`src/hdl/srp_regs.svh`:
```
// Register map, reset values and timing counts for the serdes receive block
`ifndef SRP_REGS_SVH
`define SRP_REGS_SVH

// Device configuration map
`define SRP_A_RX_MAIN_POWER_DOWN     10'h200
`define SRP_A_LANE_PD     10'h201
`define SRP_A_SYNC_PD     10'h203
`define SRP_A_CDR_RST     10'h206
`define SRP_A_CDR_MODE    10'h230
`define SRP_A_EQ_BIAS     10'h268
`define SRP_A_PLL_CTL     10'h280
`define SRP_A_PLL_STAT    10'h281

// Reset values
`define SRP_RST_MAIN      1'h1
`define SRP_RST_LANE      8'h00
`define SRP_RST_SYNC      2'h0
`define SRP_RST_CDR       1'h1
`define SRP_RST_MODE      8'h20
`define SRP_RST_EQ        8'h72
`define SRP_RST_PLL       8'h00

// Field positions
`define SRP_B_HALF        5
`define SRP_B_OVS         1
`define SRP_B_RECAL       2
`define SRP_B_EN          0
`define SRP_F_EQ_HI       7
`define SRP_F_EQ_LO       6

// Calibration step lengths and lock count base in cycles
`define SRP_BIAS_CYC      16'h0040
`define SRP_OSC_CYC       16'h0100
`define SRP_PUMP_CYC      16'h0080
`define SRP_LOCK_BASE     16'h0040

// Host command registers
`define SRP_H_CTRL        4'h0
`define SRP_H_RATE        4'h1
`define SRP_H_RADDR       4'h2
`define SRP_H_RDATA       4'h3
`define SRP_H_STAT        4'h4
`define SRP_H_ISTAT       4'h5
`define SRP_H_IMASK       4'h6
`define SRP_C_BRINGUP     0
`define SRP_C_RECAL       1
`define SRP_C_RAWWR       2
`define SRP_C_RAWRD       3
`define SRP_I_DONE        0
`define SRP_I_RDDONE      1

// Lane rate thresholds in Mbps
`define SRP_HALF_MIN      16'h1770
`define SRP_OVS_MIN       16'h05A0
`define SRP_OVS_MAX       16'h0B40

`endif

```
`src/hdl/srp_pkg.sv`:
```
// Types shared by both ends of the serdes receive configuration link
`default_nettype none
package srp_pkg;

  typedef enum logic [4:0] {
    CAL_IDLE = 5'h01,
    CAL_BIAS = 5'h02,
    CAL_OSC  = 5'h04,
    CAL_PUMP = 5'h08,
    CAL_RUN  = 5'h10
  } srp_cal_e;

  typedef enum logic [7:0] {
    H_IDLE  = 8'h01,
    H_MODE  = 8'h02,
    H_EN    = 8'h04,
    H_RCLO  = 8'h08,
    H_RD1   = 8'h10,
    H_RD2   = 8'h20,
    H_FIN   = 8'h40,
    H_FINRD = 8'h80
  } srp_host_e;

  typedef struct packed {
    logic       main_off;
    logic [7:0] lane_off;
    logic [7:0] lane_pd;
    logic [1:0] sync_off;
    logic       cdr_rstn;
    logic [7:0] mode;
    logic [7:0] eq;
    logic [7:0] pll_ctl;
    logic       en_prev;
    logic       recal_prev;
    logic       cal_go;
    srp_cal_e   cal;
    logic [15:0] cnt;
    logic [15:0] lock_cnt;
    logic [5:0] status;
    logic [7:0] rdata;
  } srp_dev_s;

  typedef struct packed {
    srp_host_e  st;
    logic [15:0] rate;
    logic [9:0] raddr;
    logic [7:0] rdat;
    logic       pll_on;
    logic [1:0] istat;
    logic [1:0] imask;
    logic       irq;
    logic [15:0] udata;
    logic [9:0] addr;
    logic [7:0] wdata;
    logic       wr;
    logic       rd;
  } srp_host_s;

endpackage : srp_pkg
`default_nettype wire

```
`src/hdl/srp_cfg_if.sv`:
```
// Register link between the configuring host and the serdes receive block
`timescale 1ns/10ps
`default_nettype none
interface srp_cfg_if;
  logic [9:0] addr;
  logic [7:0] wdata;
  logic       wr;
  logic       rd;
  logic [7:0] rdata;

  modport dev  (input addr, input wdata, input wr, input rd, output rdata);
  modport host (output addr, output wdata, output wr, output rd,
                input rdata);
endinterface : srp_cfg_if
`default_nettype wire

```
`src/hdl/srp_dev.sv`:
```
// Serdes receive power, recovery and serial PLL register bank
//
// Chosen here: the address-and-strobe port.
`timescale 1ns/10ps
`default_nettype none
`include "srp_regs.svh"
module srp_dev
  import srp_pkg::*;
(
  // Clock and reset
  input  wire logic       SYS_CLK_I,
  input  wire logic       RSTN_I,
  // Register link
  srp_cfg_if.dev          cfg,
  // Analog front end controls
  output logic            MAIN_RX_POWER_OFF_O,
  output logic [7:0]      LANE_POWER_OFF_MASK_O,
  output logic            SYNC_PAIR0_BUFFER_OFF_O,
  output logic            SYNC_PAIR1_BUFFER_OFF_O,
  output logic            RECOVERY_RESET_LOW_O,
  output logic            RECOVERY_HALF_SPEED_O,
  output logic            RECOVERY_OVERSAMPLE_ON_O,
  output logic [1:0]      EQUALIZER_POWER_SETTING_O,
  // Serial PLL controls and sense
  output logic            PLL_CURRENTS_ON_O,
  output logic            PLL_CAL_START_O,
  input  wire logic       PUMP_HIGH_I,
  input  wire logic       PUMP_LOW_I,
  input  wire logic       OSC_OUTPUT_LEVEL_SELECT_I,
  input  wire logic       PLL_LOCK_RAW_I,
  input  wire logic [1:0] LOCK_COUNT_SEL_I
);

  srp_dev_s s_ff;
  srp_dev_s nxt_s;
  logic     en_rise;
  logic     recal_rise;

  ////////////////////////////////////////////////////////////////////////
  function automatic logic [15:0] lock_target(input logic [1:0] sel);
    lock_target = `SRP_LOCK_BASE << sel;
  endfunction : lock_target

  function automatic logic [7:0] readback(input srp_dev_s s,
                                          input logic [9:0] a);
    case (a)
      `SRP_A_RX_MAIN_POWER_DOWN:  readback = {7'h00, s.main_off};
      `SRP_A_LANE_PD:  readback = s.lane_off;
      `SRP_A_SYNC_PD:  readback = {6'h00, s.sync_off};
      `SRP_A_CDR_RST:  readback = {7'h00, s.cdr_rstn};
      `SRP_A_CDR_MODE: readback = s.mode;
      `SRP_A_EQ_BIAS:  readback = s.eq;
      `SRP_A_PLL_CTL:  readback = {5'h00, s.pll_ctl[2:0]};
      `SRP_A_PLL_STAT: readback = {2'h0, s.status};
      default:         readback = 8'h00;
    endcase
  endfunction : readback

  ////////////////////////////////////////////////////////////////////////
  always_comb begin
    nxt_s      = s_ff;
    nxt_s.rdata = 8'h00;
    nxt_s.cal_go = 1'b0;
    en_rise    = s_ff.pll_ctl[`SRP_B_EN] & ~s_ff.en_prev;
    recal_rise = s_ff.pll_ctl[`SRP_B_RECAL] & ~s_ff.recal_prev;
    nxt_s.en_prev    = s_ff.pll_ctl[`SRP_B_EN];
    nxt_s.recal_prev = s_ff.pll_ctl[`SRP_B_RECAL];

    if (cfg.wr) begin
      case (cfg.addr)
        `SRP_A_RX_MAIN_POWER_DOWN:  nxt_s.main_off = cfg.wdata[0];
        `SRP_A_LANE_PD:  nxt_s.lane_off = cfg.wdata;
        `SRP_A_SYNC_PD:  nxt_s.sync_off = cfg.wdata[1:0];
        `SRP_A_CDR_RST:  nxt_s.cdr_rstn = cfg.wdata[0];
        `SRP_A_CDR_MODE: nxt_s.mode = cfg.wdata;
        `SRP_A_EQ_BIAS:  nxt_s.eq = cfg.wdata;
        `SRP_A_PLL_CTL:  nxt_s.pll_ctl = {5'h00, cfg.wdata[2:0]};
        default: ; // Status and unmapped writes dropped
      endcase
    end
    if (cfg.rd) begin
      nxt_s.rdata = readback(s_ff, cfg.addr);
    end

    // Calibration sequencer
    case (s_ff.cal)
      CAL_IDLE: begin
        if (en_rise) begin
          nxt_s.cal = CAL_BIAS;
          nxt_s.cnt = `SRP_BIAS_CYC;
        end
      end
      CAL_BIAS: begin
        nxt_s.cnt = s_ff.cnt - 16'h0001;
        if (s_ff.cnt == 16'h0001) begin
          nxt_s.cal    = CAL_OSC;
          nxt_s.cnt    = `SRP_OSC_CYC;
          nxt_s.cal_go = 1'b1;
        end
      end
      CAL_OSC: begin
        nxt_s.cnt = s_ff.cnt - 16'h0001;
        if (s_ff.cnt == 16'h0001) begin
          nxt_s.cal = CAL_PUMP;
          nxt_s.cnt = `SRP_PUMP_CYC;
        end
      end
      CAL_PUMP: begin
        nxt_s.cnt = s_ff.cnt - 16'h0001;
        if (s_ff.cnt == 16'h0001) begin
          nxt_s.cal      = CAL_RUN;
          nxt_s.lock_cnt = 16'h0000;
        end
      end
      CAL_RUN: begin
        // Lock must hold unbroken; any slip restarts the count
        if (!PLL_LOCK_RAW_I) begin
          nxt_s.lock_cnt = 16'h0000;
        end else if (s_ff.lock_cnt != 16'hFFFF) begin
          nxt_s.lock_cnt = s_ff.lock_cnt + 16'h0001;
        end
      end
      default: nxt_s.cal = CAL_IDLE;
    endcase

    // Recalibration restarts from the oscillator step, bias stays up
    if (recal_rise && s_ff.pll_ctl[`SRP_B_EN] &&
        (s_ff.cal != CAL_IDLE) && (s_ff.cal != CAL_BIAS)) begin
      nxt_s.cal      = CAL_OSC;
      nxt_s.cnt      = `SRP_OSC_CYC;
      nxt_s.lock_cnt = 16'h0000;
      nxt_s.cal_go   = 1'b1;
    end
    if (!s_ff.pll_ctl[`SRP_B_EN]) begin
      nxt_s.cal      = CAL_IDLE;
      nxt_s.cnt      = 16'h0000;
      nxt_s.lock_cnt = 16'h0000;
    end

    // Live flags; range flags gated because they mean nothing otherwise
    nxt_s.status[5] = PUMP_HIGH_I & ~OSC_OUTPUT_LEVEL_SELECT_I;
    nxt_s.status[4] = PUMP_LOW_I & ~OSC_OUTPUT_LEVEL_SELECT_I;
    nxt_s.status[3] = (s_ff.cal == CAL_RUN);
    nxt_s.status[2] = (s_ff.cal == CAL_OSC);
    nxt_s.status[1] = (s_ff.cal != CAL_IDLE) &&
                      (s_ff.cal != CAL_BIAS);
    nxt_s.status[0] = (s_ff.cal == CAL_RUN) &&
                      (s_ff.lock_cnt >= lock_target(LOCK_COUNT_SEL_I));

    // Main bit overrides every lane
    nxt_s.lane_pd = nxt_s.lane_off | {8{nxt_s.main_off}};
  end

  always_ff @(posedge SYS_CLK_I or negedge RSTN_I) begin
    if (!RSTN_I) begin
      s_ff          <= '0;
      s_ff.main_off <= `SRP_RST_MAIN;
      s_ff.lane_off <= `SRP_RST_LANE;
      s_ff.lane_pd  <= {8{`SRP_RST_MAIN}};
      s_ff.sync_off <= `SRP_RST_SYNC;
      s_ff.cdr_rstn <= `SRP_RST_CDR;
      s_ff.mode     <= `SRP_RST_MODE;
      s_ff.eq       <= `SRP_RST_EQ;
      s_ff.pll_ctl  <= `SRP_RST_PLL;
      s_ff.cal      <= CAL_IDLE;
    end else begin
      s_ff <= nxt_s;
    end
  end

  ////////////////////////////////////////////////////////////////////////
  assign cfg.rdata                 = s_ff.rdata;
  assign MAIN_RX_POWER_OFF_O       = s_ff.main_off;
  assign LANE_POWER_OFF_MASK_O     = s_ff.lane_pd;
  assign SYNC_PAIR0_BUFFER_OFF_O   = s_ff.sync_off[1];
  assign SYNC_PAIR1_BUFFER_OFF_O   = s_ff.sync_off[0];
  assign RECOVERY_RESET_LOW_O      = s_ff.cdr_rstn;
  assign RECOVERY_HALF_SPEED_O     = s_ff.mode[`SRP_B_HALF];
  assign RECOVERY_OVERSAMPLE_ON_O  = s_ff.mode[`SRP_B_OVS];
  assign EQUALIZER_POWER_SETTING_O = s_ff.eq[`SRP_F_EQ_HI:`SRP_F_EQ_LO];
  assign PLL_CURRENTS_ON_O         = s_ff.pll_ctl[`SRP_B_EN];
  assign PLL_CAL_START_O           = s_ff.cal_go;

endmodule : srp_dev
`default_nettype wire

```
`src/flat_wrapper.sv`:
```
// flat-port wrapper written by rule: the top's interface ports become plain ports
module srp_dev_flat import srp_pkg::*;
  (SYS_CLK_I, RSTN_I, MAIN_RX_POWER_OFF_O, LANE_POWER_OFF_MASK_O, SYNC_PAIR0_BUFFER_OFF_O, SYNC_PAIR1_BUFFER_OFF_O, RECOVERY_RESET_LOW_O, RECOVERY_HALF_SPEED_O, RECOVERY_OVERSAMPLE_ON_O, EQUALIZER_POWER_SETTING_O, PLL_CURRENTS_ON_O, PLL_CAL_START_O, PUMP_HIGH_I, PUMP_LOW_I, OSC_OUTPUT_LEVEL_SELECT_I, PLL_LOCK_RAW_I, LOCK_COUNT_SEL_I, cfg_addr, cfg_wdata, cfg_wr, cfg_rd, cfg_rdata);
  srp_cfg_if cfg_i ();
  input  wire logic SYS_CLK_I;
  input  wire logic RSTN_I;
  output logic MAIN_RX_POWER_OFF_O;
  output logic [7:0] LANE_POWER_OFF_MASK_O;
  output logic SYNC_PAIR0_BUFFER_OFF_O;
  output logic SYNC_PAIR1_BUFFER_OFF_O;
  output logic RECOVERY_RESET_LOW_O;
  output logic RECOVERY_HALF_SPEED_O;
  output logic RECOVERY_OVERSAMPLE_ON_O;
  output logic [1:0] EQUALIZER_POWER_SETTING_O;
  output logic PLL_CURRENTS_ON_O;
  output logic PLL_CAL_START_O;
  input  wire logic PUMP_HIGH_I;
  input  wire logic PUMP_LOW_I;
  input  wire logic OSC_OUTPUT_LEVEL_SELECT_I;
  input  wire logic PLL_LOCK_RAW_I;
  input  wire logic [1:0] LOCK_COUNT_SEL_I;
  input wire logic [$bits(cfg_i.addr)-1:0] cfg_addr;
  input wire logic [$bits(cfg_i.wdata)-1:0] cfg_wdata;
  input wire logic [$bits(cfg_i.wr)-1:0] cfg_wr;
  input wire logic [$bits(cfg_i.rd)-1:0] cfg_rd;
  output wire logic [$bits(cfg_i.rdata)-1:0] cfg_rdata;
  assign cfg_i.addr = cfg_addr;
  assign cfg_i.wdata = cfg_wdata;
  assign cfg_i.wr = cfg_wr;
  assign cfg_i.rd = cfg_rd;
  assign cfg_rdata = cfg_i.rdata;
  srp_dev u_core (.SYS_CLK_I(SYS_CLK_I), .RSTN_I(RSTN_I), .cfg(cfg_i), .MAIN_RX_POWER_OFF_O(MAIN_RX_POWER_OFF_O), .LANE_POWER_OFF_MASK_O(LANE_POWER_OFF_MASK_O), .SYNC_PAIR0_BUFFER_OFF_O(SYNC_PAIR0_BUFFER_OFF_O), .SYNC_PAIR1_BUFFER_OFF_O(SYNC_PAIR1_BUFFER_OFF_O), .RECOVERY_RESET_LOW_O(RECOVERY_RESET_LOW_O), .RECOVERY_HALF_SPEED_O(RECOVERY_HALF_SPEED_O), .RECOVERY_OVERSAMPLE_ON_O(RECOVERY_OVERSAMPLE_ON_O), .EQUALIZER_POWER_SETTING_O(EQUALIZER_POWER_SETTING_O), .PLL_CURRENTS_ON_O(PLL_CURRENTS_ON_O), .PLL_CAL_START_O(PLL_CAL_START_O), .PUMP_HIGH_I(PUMP_HIGH_I), .PUMP_LOW_I(PUMP_LOW_I), .OSC_OUTPUT_LEVEL_SELECT_I(OSC_OUTPUT_LEVEL_SELECT_I), .PLL_LOCK_RAW_I(PLL_LOCK_RAW_I), .LOCK_COUNT_SEL_I(LOCK_COUNT_SEL_I));
endmodule
```
`config.mk`:
```
export PLATFORM = sky130hd
export DESIGN_NAME = srp_dev_flat
export DESIGN_NICKNAME = d
export VERILOG_FILES = /design/src/hdl/srp_pkg.sv /design/src/hdl/srp_cfg_if.sv /design/src/hdl/srp_dev.sv /design/src/flat_wrapper.sv
export VERILOG_INCLUDE_DIRS = /design/src /design/src/hdl
export SDC_FILE = /design/constraint.sdc
export NUM_CORES = 1
export LEC_CHECK = 0
export ABC_AREA = 1
export BUFFER_PORTS_ARGS = -buffer_cell sky130_fd_sc_hd__clkbuf_2
export CORE_ASPECT_RATIO = 1.25
export CORE_UTILIZATION = 50
export DETAILED_ROUTE_END_ITERATION = 16
export PLACE_DENSITY = 0.72
export SETUP_SLACK_MARGIN = 0.1
export SYNTH_ARGS = -nofsm -noshare
export SYNTH_HDL_FRONTEND = slang
export SYNTH_SLANG_ARGS = --single-unit
```
`constraint.sdc`:
```
create_clock -name SYS_CLK_I -period 1.7 [get_ports SYS_CLK_I]
set_input_delay 0.34 -clock SYS_CLK_I [delete_from_list [all_inputs] [get_ports SYS_CLK_I]]
set_output_delay 0.34 -clock SYS_CLK_I [all_outputs]
set_load 0.005 [all_outputs]
```
Word-level counts from Yosys, hierarchy flattened --
Index checks and enable logic that the tools add are counted.
Word-level totals: register bits after elaboration 93, bits of input ports 28, output and inout port bits 26, logic and storage cells 84
Cells by class: $add $sub $neg 2, $lt $le $gt $ge 1, equal/unequal tests 25, shift operators 1, multiplexer cells 18, bitwise gates (word level) 8, reduce and logical (&&, ||, !) cells 13
Operators by type and width (number):
- $eq A10 B10 Y1 const B | 8
- $pmux W16 S4 | 1
- $pmux W8 S8 | 1
- $mux W16 | 3
- $mux W21 | 2
- $mux W38 | 1
- $mux W37 | 1
- $pmux W16 S2 | 1
- $pmux W5 S5 | 1
- $mux W22 | 1
- $ne A4 B4 Y1 const B | 5
- $add A16 B1 Y16 const B | 1
- $eq A16 B1 Y1 const B | 1
- $ge A16 B16 Y1 | 1
- $mux W8 | 2
- $ne A16 B16 Y1 const B | 1
- $shl A7 B2 Y16 const A | 1
- $sub A16 B1 Y16 const B | 1
- $reduce_and A2 Y1 | 6
- $mux W9 | 1
- $or A8 B8 Y8 | 1
- $ne A6 B6 Y1 const B | 1
- $eq A5 B1 Y1 const B | 1
- $eq A5 B2 Y1 const B | 1
- other kinds (14) | 24

Logic depth before layout (Yosys ltp) --
Gate-level depths: netlist (run 1).
depth in word-level cells 7, gate-level depth with buffers 14, gate-level depth less buffers 13

Worst setup path before layout (run 1) --
No wires, ideal clock.
path kind register to register, start register u_core.s_ff[14] (netlist bit), end register u_core.s_ff[29] (netlist bit), setup time 118 ps, data arrival time 1573 ps, data required time 1582 ps, slack 9 ps, cell stages (with the launch flop) 10, buffers on the path 1, period minus slack after synthesis 1691 ps, cell sequence dfrtp_1 > ha_1 > nand3_1 > nor2_1 > nand4_1 > nor2_1 > nor2_1 > buf_2 > nand3_1 > nand2_1
Between the ends: longest elaborated chain between the ends 6, elaborated cells on any way between the ends 9, those cells by class add/sub: 1; eq/ne: 2; mux: 5; reduce/logical: 1
Ends and longest elaborated chain:
- start: declaration | RTL line srp_dev.sv:34 | srp_dev_s s_ff;
- start signal: assignment | RTL line srp_dev.sv:167 | s_ff <= nxt_s;
- $add A16 B1 Y16 | RTL line srp_dev.sv:120 | nxt_s.lock_cnt = s_ff.lock_cnt + 16'h0001;
- $mux W16 | RTL line srp_dev.sv:119 | end else if (s_ff.lock_cnt != 16'hFFFF) begin
- $mux W16 | RTL line srp_dev.sv:117 | if (!PLL_LOCK_RAW_I) begin
- $pmux W16 S2 | RTL line srp_dev.sv:86 | case (s_ff.cal)
- $mux W38 | RTL line srp_dev.sv:127 | if (recal_rise && s_ff.pll_ctl[`SRP_B_EN] &&
- $mux W37 | RTL line srp_dev.sv:134 | if (!s_ff.pll_ctl[`SRP_B_EN]) begin
Parallel ways exist; a longest one is shown, timed or not. The select of a mux whose other input is x is not followed. A chain may end at the register's enable or synchronous reset.

Final worst setup path (run 1) --
start register u_core.s_ff[48] (netlist bit), end register u_core.s_ff[36] (netlist bit)
Between the ends: longest elaborated chain between the ends 5, elaborated cells on any way between the ends 14, those cells by class eq/ne: 8; mux: 3; reduce/logical: 3
Ends and longest elaborated chain:
- $ne A5 B1 Y1 | RTL line srp_dev.sv:128 | (s_ff.cal != CAL_IDLE) && (s_ff.cal != CAL_BIAS)) begin
- $logic_and A1 B1 Y1 (2 in series) | RTL line srp_dev.sv:127
- $ne A6 B6 Y1 (no source line), or another cell as far along
- $reduce_and A2 Y1 (no source line) / $mux W37 (equally long branches)
Parallel ways exist; a longest one is shown, timed or not.

==> results by group, run 1 <==
Synthesis
  • Largest area contributor in the netlist: dfrtp_1
  • Sequential cell area fraction in the yosys report: a little over two fifths
  • Most frequent cell after synthesis: nand2_1
  • Ys async rst share: 100%
  • Top FF cell, synth: dfrtp_1
  • Post-Syn Nets: 762
  • Ranking of synthesized cells by area: dfrtp_1, nand2_1, dfstp_2
  • Number of synthesized flops with an enable pin: 0
  • Synthesized cell area: between 5000 and 6000 sq um
  • FF+latch count, synth: 93
  • Synth top area share: between 30% and 40%
  • Mapped Avg Cell Area: approximately 7.4 sq um
  • Number of cells produced by synthesis: 726
  • Synth warn: 0
  • Commonest cells in the netlist: nand2_1, inv_1, nor2_1
  • Count of cell types in the netlist: 35

Detailed routing
  • Post-route ant nets: 0
  • WL final: about 15000 um
  • DR WL/cell: roughly 16 um
  • # DRC: 0
  • Vias/cell: 5.48
  • Drt first pass iters: 5
  • DRT iter0 DRCs: 465
  • Vias: ~5400

Die
  • IO Count: between 50 and 60
  • Starting Density: 51.2%
  • Die area: roughly 11000 sq um
  • Die height: around 120 um
  • Placeable Area: 10500 sq um
  • Die X: between 90 and 100 um
  • Num rows: 42

Power and ir drop
  • Power share of the sequential group: roughly half
  • Clock share of power: approximately 45%
  • Total power: approximately 4.5 mW
  • VDD IR max: about 430 uV
  • Sw power: between 1 and 1.5 mW
  • Gate power share: approximately 5.3%
  • Pleak: ~3.6 nW
  • Power per cell area: between 600 and 700 nW/um^2
  • Internal power: 3.36 mW
  • Net Sw Frac: approximately 25%

Critical path
  • Critical path class: reg2reg
  • Worst Path Required: ~1.9 ns
  • Critical-path maximum fanout: 4
  • Crit. End Element: register
  • Arrival @ worst endpoint: slightly above 2 ns
  • Worst Setup Start Kind: register

Global routing
  • Largest net degree at the start of global routing: 94
  • Initial antenna violation count: 0
  • Total congestion overflow: 0
  • Vias in the first global route: between 5000 and 6000
  • First-pass GRT wire length: approximately 23000 um
  • GRT Util Overall: 26.8%

Clock network
  • H-tree levels: 3
  • Clock sinks: 93
  • Clk root buf: clkbuf_16
  • TritonCTS buffer count: 9
  • CTS tree: yes
  • Reg clk slew, reported paths: 0.08 ns
  • Worst-skew pair later-pin latency: around 0.35 ns
  • Max clock buf depth: 2

Run status
  • Failing checks: negative setup slack
  • Status: complete, but fails checks

STA
  • Relative slew slack: around two thirds
  • Min cycle time layout: around 1.8 ns
  • Hold Fails Final Rpt: 0
  • FMAX: approximately 550 MHz
  • Worst-case clock skew: ~0.013 ns
  • RSZ-0062 raised after global routing: yes
  • Worst-Margin Slew: 0.527 ns
  • Setup violations, final: 25
  • Setup slack after layout: -0.110 ns
  • Crit share post-route: 106%
  • Hold WS: 0.0176 ns
  • Max-slew violations: 0

Placement
  • IO buf count: 53
  • Dpl hpwl: about 10000 um
  • Placer congestion estimate: 0.912
  • DP Cell Count: 948

Finish
  • Total Nets Final: ~900
  • Finished Layout Cells: 981
  • Fraction of layout cells with a size suffix above 1: 34.0%
  • N_diodes: 0
  • Area growth syn-to-layout: 32.1%

Hold path
  • Worst min path class: in2async

Job
  • Max Cap Viol: 0
[layer usage]
layer	vias to the layer above	global-route usage [%]	wire, um
met2	196	48.4	8380
met1	2571	30.2	5850
met3	47	4.07	747
li1	2566	-	-
met4	0	12.2	510
met5	-	0	0
[path summary, 6_finish.rpt]
path | to | cells after the start | slack (ns) | startpoint
worst max-delay path | u_core.s_ff[36] | 8 | -0.11 | u_core.s_ff[48]
worst min-delay path | u_core.s_ff[13] | 2 | 0.02 | RSTN_I
worst max register to register | u_core.s_ff[36] | 8 | -0.11 | u_core.s_ff[48]
worst min register to register | u_core.s_ff[52] | 0 | 0.46 | u_core.nxt_s[52]
max in group asynchronous | u_core.LANE_POWER_OFF_MASK_O[7] | 2 | 1.26 | RSTN_I
min in group SYS_CLK_I | u_core.s_ff[12] | 2 | 0.15 | OSC_OUTPUT_LEVEL_SELECT_I
[timing repair]
| action | CTS | global route |
|---|---|---|
| gates cloned | 2 | 2 |
| hold buffers | 0 | 0 |
| pin swaps | 16 | 27 |
| setup endpoints to repair | 39 | 39 |
| gates resized for setup | 61 | 93 |
| buffers inserted | 6 | 8 |
[kinds of logic after synthesis]
group           after synthesis  synth area share, %
compound gates               81                 8.63
flops                        93                 43.6
fa+ha+maj                     8                 1.86
buf+inv                     132                 11.2
simple gates                403                 33.2
xor+xnor                      8                 1.30
mux                           1                0.209
[area by class of cell]
cell class / count / area (sq um)
clock buffer: 9 / 225
clock inverter: 7 / 72.6
fill: 791 / 3410
inverter: 100 / 394
multi-input combinational: 503 / 2890
sequential: 93 / 2350
tap: 132 / 165
timing repair buffer: 137 / 1010
[flip-flops by register name, indices dropped and copies added, names as in the netlist]
name	flops
u_core.EQUALIZER_POWER_SETTING_O	2
u_core.LANE_POWER_OFF_MASK_O	8
u_core.MAIN_RX_POWER_OFF_O	1
u_core.PLL_CAL_START_O	1
u_core.PLL_CURRENTS_ON_O	1
u_core.RECOVERY_HALF_SPEED_O	1
u_core.RECOVERY_OVERSAMPLE_ON_O	1
u_core.RECOVERY_RESET_LOW_O	1
u_core.SYNC_PAIR0_BUFFER_OFF_O	1
u_core.SYNC_PAIR1_BUFFER_OFF_O	1
u_core.cfg.rdata	8
u_core.nxt_s	1
u_core.s_ff	66
[metrics by stage]
step	setup WS [ns]	setup TNS, ns	utilization (%)	cell area [sq um]
floorplan	0.0767	0	-	5440
global placement	-0.119	-1.99	58.9	6190
detailed placement	-0.198	-3.16	58.9	6190
CTS	0.0211	0	64.1	6740
global route	-0.245	-3.48	67.6	7100
finish	-0.110	-0.776	67.6	7100
[layout by cell type, fill, tap and decap left out, drive strengths merged, types with 12 or more instances in the layout]
| master | netlist | layout |
|---|---|---|
| nand2 | 190 | 191 |
| inv | 98 | 101 |
| buf | 25 | 85 |
| nor2 | 81 | 82 |
| nand3 | 78 | 78 |
| dfrtp | 77 | 77 |
| clkbuf | 7 | 61 |
| o21ai | 57 | 57 |
| nand4 | 26 | 26 |
| dfstp | 16 | 16 |
| nor3 | 15 | 15 |
| a21oi | 12 | 12 |
[power groups by stage]
stage	Sequential (mW)	Clock, mW	Combinational (mW)
global placement	2.29	0	0.213
finish	2.25	2.02	0.238
CTS	2.25	2.04	0.230
global route	2.25	2.12	0.265
floorplan	2.29	0	0.0864
detailed placement	2.29	0	0.221
[critical path, cell delays in order, from the launching register on]
cell,delay [ns]
dfrtp_1,0.43
nor2_4,0.22
nand3_4,0.12
buf_6,0.15
nand3_2,0.08
nor2_4,0.05
nor2_1,0.21
nand3_2,0.12
o21ai_0,0.30
Power figures use the tool's default switching activity.
==> inputs of run 2 (changes only) <==
--- a/config.mk
+++ b/config.mk
@@ -8,10 +8,12 @@
 export LEC_CHECK = 0
 export ABC_AREA = 1
 export BUFFER_PORTS_ARGS = -buffer_cell sky130_fd_sc_hd__clkbuf_2
+export CELL_PAD_IN_SITES_DETAIL_PLACEMENT = 0
+export CELL_PAD_IN_SITES_GLOBAL_PLACEMENT = 1
 export CORE_ASPECT_RATIO = 1.25
-export CORE_UTILIZATION = 50
+export CORE_UTILIZATION = 39
 export DETAILED_ROUTE_END_ITERATION = 16
-export PLACE_DENSITY = 0.72
+export PLACE_DENSITY = 0.76
 export SETUP_SLACK_MARGIN = 0.1
 export SYNTH_ARGS = -nofsm -noshare
 export SYNTH_HDL_FRONTEND = slang
==> run 2 against run 1 <==
  * The run still ends with negative setup slack left
  * Critical path depth grew 4
  * Clock power is essentially flat
  * Global-route usage shrank 4.5 points
  * Cell count grew 4.5%
  * Worst hold slack gained 0.14 ns
  * Combinational power grew 3%
  * Non-clock buffer count grew 7
  * Die area grew 28%
  * Worst setup slack gained 0.069 ns
  * Flip-flop and latch count is the same
  * Fmax grew 4.0%
  * Count of clock-buffer cells in the layout is the same
  * Critical path type unchanged
  * Largest cell class unchanged
==> results by group, run 2 (synthesis results as in run 1) <==
Clock network
  • Clk root buf: clkbuf_16 (unchanged)
  • H-tree levels: 3 (unchanged)
  • Clock sinks: 93 (unchanged)
  • Worst-skew pair later-pin latency: 0.35 ns (about the same)
  • TritonCTS buffer count: 9 (unchanged)
  • Reg clk slew, reported paths: 0.08 ns (about the same)
  • Max clock buf depth: 2 (unchanged)
  • CTS tree: yes (unchanged)

Power and ir drop
  • VDD IR max: 447 uV (was 430 uV)
  • Power per cell area: 627 nW/um^2 (was 635 nW/um^2)
  • Pleak: 3.65 nW (was 3.56 nW)

Job
  • Max Cap Viol: 0 (unchanged)

Placement
  • DP Cell Count: 995 (was 948)
  • DP Worst Slack: -0.187 ns (was -0.198 ns)
  • Placer congestion estimate: 0.873 (was 0.912)
  • Dpl hpwl: 10700 um (was 10100 um)
  • IO buf count: 53 (unchanged)

Critical path
  • Critical-path maximum fanout: 3 (was 4)
  • Arrival @ worst endpoint: 2.02 ns (was 2.04 ns)
  • Critical path class: reg2reg (unchanged)
  • Worst Setup Start Kind: register (unchanged)
  • Crit. End Element: register (unchanged)
  • Worst Path Required: 1.97 ns (was 1.93 ns)

Detailed routing
  • DRT iter0 DRCs: 337 (was 465)
  • WL final: 15100 um (was 15500 um)
  • DR WL/cell: 14.7 um (was 15.8 um)
  • Drt first pass iters: 5 (unchanged)
  • # DRC: 0 (unchanged)
  • Post-route ant nets: 0 (unchanged)
  • Vias: 5132 (was 5380)
  • Vias/cell: 5.01 (was 5.48)

STA
  • Setup slack after layout: -0.0412 ns (was -0.110 ns)
  • FMAX: 574 MHz (was 552 MHz)
  • Hold Fails Final Rpt: 0 (unchanged)
  • Worst-Margin Slew: 0.469 ns (was 0.527 ns)
  • RSZ-0062 raised after global routing: yes (unchanged)
  • Fin Setup TNS: -0.139 ns (was -0.776 ns)
  • Crit share post-route: 102% (was 106%)
  • Setup violations, final: 10 (was 25)
  • Relative slew slack: 68.8% (was 64.9%)
  • Worst-case clock skew: 0.0107 ns (was 0.0126 ns)
  • Max-slew violations: 0 (unchanged)
  • Min cycle time layout: 1.74 ns (was 1.81 ns)

Global routing
  • First-pass GRT wire length: 25100 um (was 23400 um)
  • Vias in the first global route: 5224 (was 5113)
  • Total congestion overflow: 0 (unchanged)
  • GRT Util Overall: 22.3% (was 26.8%)
  • Initial antenna violation count: 0 (unchanged)
  • Largest net degree at the start of global routing: 34 (was 94)

Finish
  • Total Nets Final: 885 (was 880)
  • Area of the multi-input gates: 2900 sq um (was 2890 sq um)
  • Largest register FFs: 66 (unchanged)
  • Most frequent cells in the layout: nand2_1, inv_1, dfrtp_1 (unchanged)
  • Area growth syn-to-layout: 34.5% (was 32.1%)
  • Most common cell after layout, fill and taps aside: nand2_1 (unchanged)
  • N_diodes: 0 (unchanged)
  • Largest Register: u_core.s_ff (unchanged)
  • Fillers: 1238 (was 791)
  • Finished Layout Cells: 1025 (was 981)
  • Fraction of layout cells with a size suffix above 1: 34.1% (was 34.0%)
  • Storage element area: 2350 sq um (about the same)

Die
  • Die X: 107 um (was 94.8 um)
  • IO Count: 54 (unchanged)
  • Die area: 14300 sq um (was 11200 sq um)
  • Num rows: 47 (was 42)
  • Starting Density: 40.3% (was 51.2%)
  • Die height: 133 um (was 118 um)
  • Placeable Area: 13300 sq um (was 10500 sq um)

Run status
  • Failing checks: negative setup slack (unchanged)
  • Status: complete, but fails checks (unchanged)

Hold path
  • Worst min path class: in2reg (was in2async)
## run 2: cell types whose count changed in the layout (fill, tap and decap cells not counted), sizes merged
cell         before  now
clkinvlp          4    3
nand2           191  190
clkinv            2    4
dlygate4sd3       0    1
inv             101  100
buf              85   91
nor2             82   81
## run 2: what timing repair did
item	CTS	global route
hold buffers	1	0
pin swaps	25	14
endpoints found under the setup margin	38	39
setup buffers	6	4
hold endpoints to repair	18	0
cloned	3	0
gates resized for setup	102	52
## run 2: metal layers
layer,routed length [um],up-vias,GRT usage (%)
met1,6400,2442,26.6
met5,0,-,0
li1,-,2567,-
met3,384,24,2.98
met4,263,0,7.53
met2,8010,99,40.8
## run 2: cell type report
cell class | count | share of cell area [%]
clock buffers | 9 | 3.11
clock inverters | 7 | 1.04
inverters | 100 | 5.43
multi-input cells | 501 | 40.1
flip-flops and latches | 93 | 32.5
well taps | 171 | 2.96
repair buffers | 144 | 14.9
## run 2: power by group
group | internal, mW | leakage (nW) | switching [mW]
Clock | 1.04 | 0.144 | 0.999
Sequential | 2.24 | 1.23 | 0.0124
Combinational | 0.0885 | 2.27 | 0.155
## run 2: through the flow
stage | hold WS, ns | area, sq um | total power [mW] | util, %
floorplan | 0.0444 | 5440 | 2.38 | -
finish | 0.153 | 7230 | 4.54 | 54.2
global placement | 0.324 | 6300 | 2.52 | 47.2
global route | 0.162 | 7230 | 4.69 | 54.2
CTS | 0.149 | 6990 | 4.57 | 52.4
detailed placement | 0.321 | 6300 | 2.52 | 47.2
## run 2: final timing paths
kind | start | to | slack, ns | cells after the start
setup / recovery | u_core.s_ff[31] | u_core.s_ff[37] | -0.04 | 12
hold / removal | OSC_OUTPUT_LEVEL_SELECT_I | u_core.s_ff[13] | 0.15 | 2
setup reg to reg | u_core.s_ff[31] | u_core.s_ff[37] | -0.04 | 12
hold reg to reg | u_core.nxt_s[52] | u_core.s_ff[52] | 0.43 | 0
max in group asynchronous | RSTN_I | u_core.s_ff[66] | 0.62 | 3
min in group asynchronous | RSTN_I | u_core.s_ff[13] | 0.49 | 2
## run 2: critical path, stage by stage (launching register included)
cell	delay (ns)
dfrtp_1	0.37
inv_2	0.07
ha_4	0.14
inv_2	0.03
nor2_1	0.09
nand2_1	0.07
nor2_2	0.17
nand2_2	0.09
buf_6	0.13
buf_6	0.12
o211ai_1	0.17
nand2_1	0.08
o21ai_1	0.14
==> inputs of run 3 (changes only) <==
--- a/config.mk
+++ b/config.mk
@@ -13,6 +13,7 @@
 export CORE_ASPECT_RATIO = 1.25
 export CORE_UTILIZATION = 39
 export DETAILED_ROUTE_END_ITERATION = 16
+export GPL_TIMING_DRIVEN = 0
 export PLACE_DENSITY = 0.76
 export SETUP_SLACK_MARGIN = 0.1
 export SYNTH_ARGS = -nofsm -noshare
==> run 3 against run 2 <==
  * The run still ends with negative setup slack left
  * Sequential share of layout area is 0.95 points higher
  * First-iteration DRC count is 24% lower
  * Combinational power is 3% lower
  * Global-route usage is 0.51 points lower
  * Count of clock-buffer cells in the layout stayed put
  * Critical path depth is 2 lower
  * Largest cell class unchanged
==> results by group, run 3 (synthesis results as in run 1) <==
Finish
  • Storage element area: 2350 sq um (about the same)
  • Largest Register: u_core.s_ff (unchanged)
  • Largest register FFs: 66 (unchanged)
  • Most frequent cells in the layout: nand2_1, inv_1, dfrtp_1 (unchanged)
  • Final core utilization: 52.7% (was 54.2%)
  • Most common cell after layout, fill and taps aside: nand2_1 (unchanged)
  • Fraction of layout cells with a size suffix above 1: 32.9% (was 34.1%)
  • Area of the multi-input gates: 2900 sq um (about the same)
  • N_diodes: 0 (unchanged)
  • Fillers: 1286 (was 1238)
  • Total Nets Final: 862 (was 885)
  • Post-route cell area: 7040 sq um (was 7230 sq um)
  • Area growth syn-to-layout: 30.8% (was 34.5%)

Run status
  • Status: complete, but fails checks (unchanged)
  • Failing checks: negative setup slack (unchanged)

STA
  • Setup violations, final: 10 (unchanged)
  • Worst-Margin Slew: 0.704 ns (was 0.469 ns)
  • Crit share post-route: 102% (about the same)
  • FMAX: 578 MHz (was 574 MHz)
  • Max-slew violations: 0 (unchanged)
  • Hold WS: 0.0479 ns (was 0.153 ns)
  • Relative slew slack: 53.1% (was 68.8%)
  • Hold Fails Final Rpt: 0 (unchanged)
  • Fin Setup TNS: -0.203 ns (was -0.139 ns)
  • Worst-case clock skew: 0.00511 ns (was 0.0107 ns)
  • RSZ-0062 raised after global routing: yes (unchanged)
  • Setup slack after layout: -0.0312 ns (was -0.0412 ns)
  • Min cycle time layout: 1.73 ns (was 1.74 ns)

Critical path
  • Critical path's slowest cell: dfstp_2 (was dfrtp_1)
  • Worst Setup Start Kind: register (unchanged)
  • Cell repeated most along the worst path: nand3_4
  • Crit-path max cell delay: 0.58 ns (was 0.37 ns)
  • Arrival @ worst endpoint: 2.01 ns (was 2.02 ns)
  • Critical path class: reg2reg (unchanged)
  • CP Cell Sequence: inv_2, nor2_4, nand3_4, nand3_4, buf_6, nand3_4, o21ai_4, buf_6, nand2_2, o21ai_1 (was inv_2, ha_4, inv_2, nor2_1, nand2_1, nor2_2, nand2_2, buf_6, buf_6, o211ai_1, nand2_1, o21ai_1)
  • Critical path buffers and inverters: 3 (was 4)
  • Crit. End Element: register (unchanged)
  • Worst Path Required: 1.98 ns (was 1.97 ns)
  • Critical-path maximum fanout: 5 (was 3)
  • Worst path top cell family by delay: flip-flops (was simple AND/OR/NAND/NOR gates)

Power and ir drop
  • Power share of the sequential group: 50.3% (was 49.6%)
  • Clock share of power: 44.4% (was 45.0%)
  • Power per cell area: 636 nW/um^2 (was 627 nW/um^2)
  • Internal power: 3.34 mW (was 3.37 mW)
  • Pleak: 3.46 nW (was 3.65 nW)
  • Sw power: 1.13 mW (was 1.17 mW)
  • VDD IR max: 354 uV (was 447 uV)
  • Gate power share: 5.3% (was 5.4%)
  • Net Sw Frac: 25.3% (was 25.7%)

Placement
  • Post-DP Area: 5950 sq um (was 6300 sq um)
  • DP Worst Slack: -0.590 ns (was -0.187 ns)
  • Placer congestion estimate: 0.838 (was 0.873)
  • IO buf count: 52 (was 53)
  • Dpl hpwl: 10200 um (was 10700 um)

Global routing
  • First-pass GRT wire length: 24600 um (was 25100 um)
  • Vias in the first global route: 5024 (was 5224)
  • Initial antenna violation count: 0 (unchanged)
  • Total congestion overflow: 0 (unchanged)
  • GRT Util Overall: 21.8% (was 22.3%)
  • Largest net degree at the start of global routing: 50 (was 34)

Detailed routing
  • # DRC: 0 (unchanged)
  • DRT iter0 DRCs: 255 (was 337)
  • Vias: 5021 (was 5132)
  • WL final: 14800 um (was 15100 um)
  • Vias/cell: 5.01 (about the same)
  • Post-route ant nets: 0 (unchanged)
  • Drt first pass iters: 4 (was 5)
  • DR WL/cell: 14.8 um (was 14.7 um)

Clock network
  • Hold Buf Count CTS: 0 (was 1)
  • Worst-skew pair later-pin latency: 0.35 ns (about the same)
  • CTS tree: yes (unchanged)
  • H-tree levels: 3 (unchanged)
  • Clock sinks: 93 (unchanged)
  • Max clock buf depth: 2 (unchanged)
  • Reg clk slew, reported paths: 0.07 ns (was 0.08 ns)
  • TritonCTS buffer count: 9 (unchanged)
  • Clk root buf: clkbuf_16 (unchanged)

Hold path
  • Worst min path class: in2async (was in2reg)

Die
  • Die X: 107 um (unchanged)
  • Die area: 14300 sq um (unchanged)
  • Placeable Area: 13300 sq um (unchanged)
  • Num rows: 47 (unchanged)
  • Starting Density: 40.3% (unchanged)
  • Die height: 133 um (unchanged)
  • IO Count: 54 (unchanged)

Job
  • Max Cap Viol: 0 (unchanged)
[run 3: repair_timing]
action,4_1_cts,5_1_grt
setup endpoints to repair,60,60
pin swaps,19,10
setup buffers,26,6
cloned,2,2
resized for setup,115,52
[run 3: metrics by stage]
stage                     instances  power, mW
after floorplan                 726       2.38
after detailed placement        950       2.51
final                          1002       4.48
after global placement          949       2.50
after global routing           1002       4.66
after CTS                       994       4.53
[run 3: area by class of cell]
class                      count  share of cell area (%)
tap                          171                    3.04
clock inverter                 7                   0.907
sequential                    93                    33.4
timing repair buffer          89                    8.79
clock buffer                   9                    3.20
inverter                     100                    5.53
buffer                        32                    3.97
multi-input combinational    501                    41.2
[run 3: worst paths after layout]
path | cells past startpoint | to | slack, ns | from
max in group asynchronous | 2 | u_core.LANE_POWER_OFF_MASK_O[3] | 0.93 | RSTN_I
max | 10 | u_core.s_ff[14] | -0.03 | u_core.s_ff[46]
max reg2reg | 10 | u_core.s_ff[14] | -0.03 | u_core.s_ff[46]
min | 1 | u_core.s_ff[13] | 0.05 | RSTN_I
min reg2reg | 0 | u_core.s_ff[52] | 0.46 | u_core.nxt_s[52]
min in group SYS_CLK_I | 2 | u_core.s_ff[13] | 0.16 | OSC_OUTPUT_LEVEL_SELECT_I
[run 3: per-layer routing]
layer  part of all wire, %  vias to the layer above  track usage, %
met5                     0                        -               0
met4                   2.0                        0            7.31
met3                   3.3                       26            2.74
met2                    53                      113            39.7
met1                    42                     2356            26.3
li1                      -                     2526               -
[run 3: power by group through the flow]
stage          combinational, mW  clock (mW)  sequential [mW]
5_1_grt                    0.268        2.14             2.25
2_1_floorplan             0.0864           0             2.29
3_5_place_dp               0.219           0             2.29
4_1_cts                    0.234        2.05             2.25
3_3_place_gp               0.206           0             2.29
6_report                   0.236        1.99             2.25
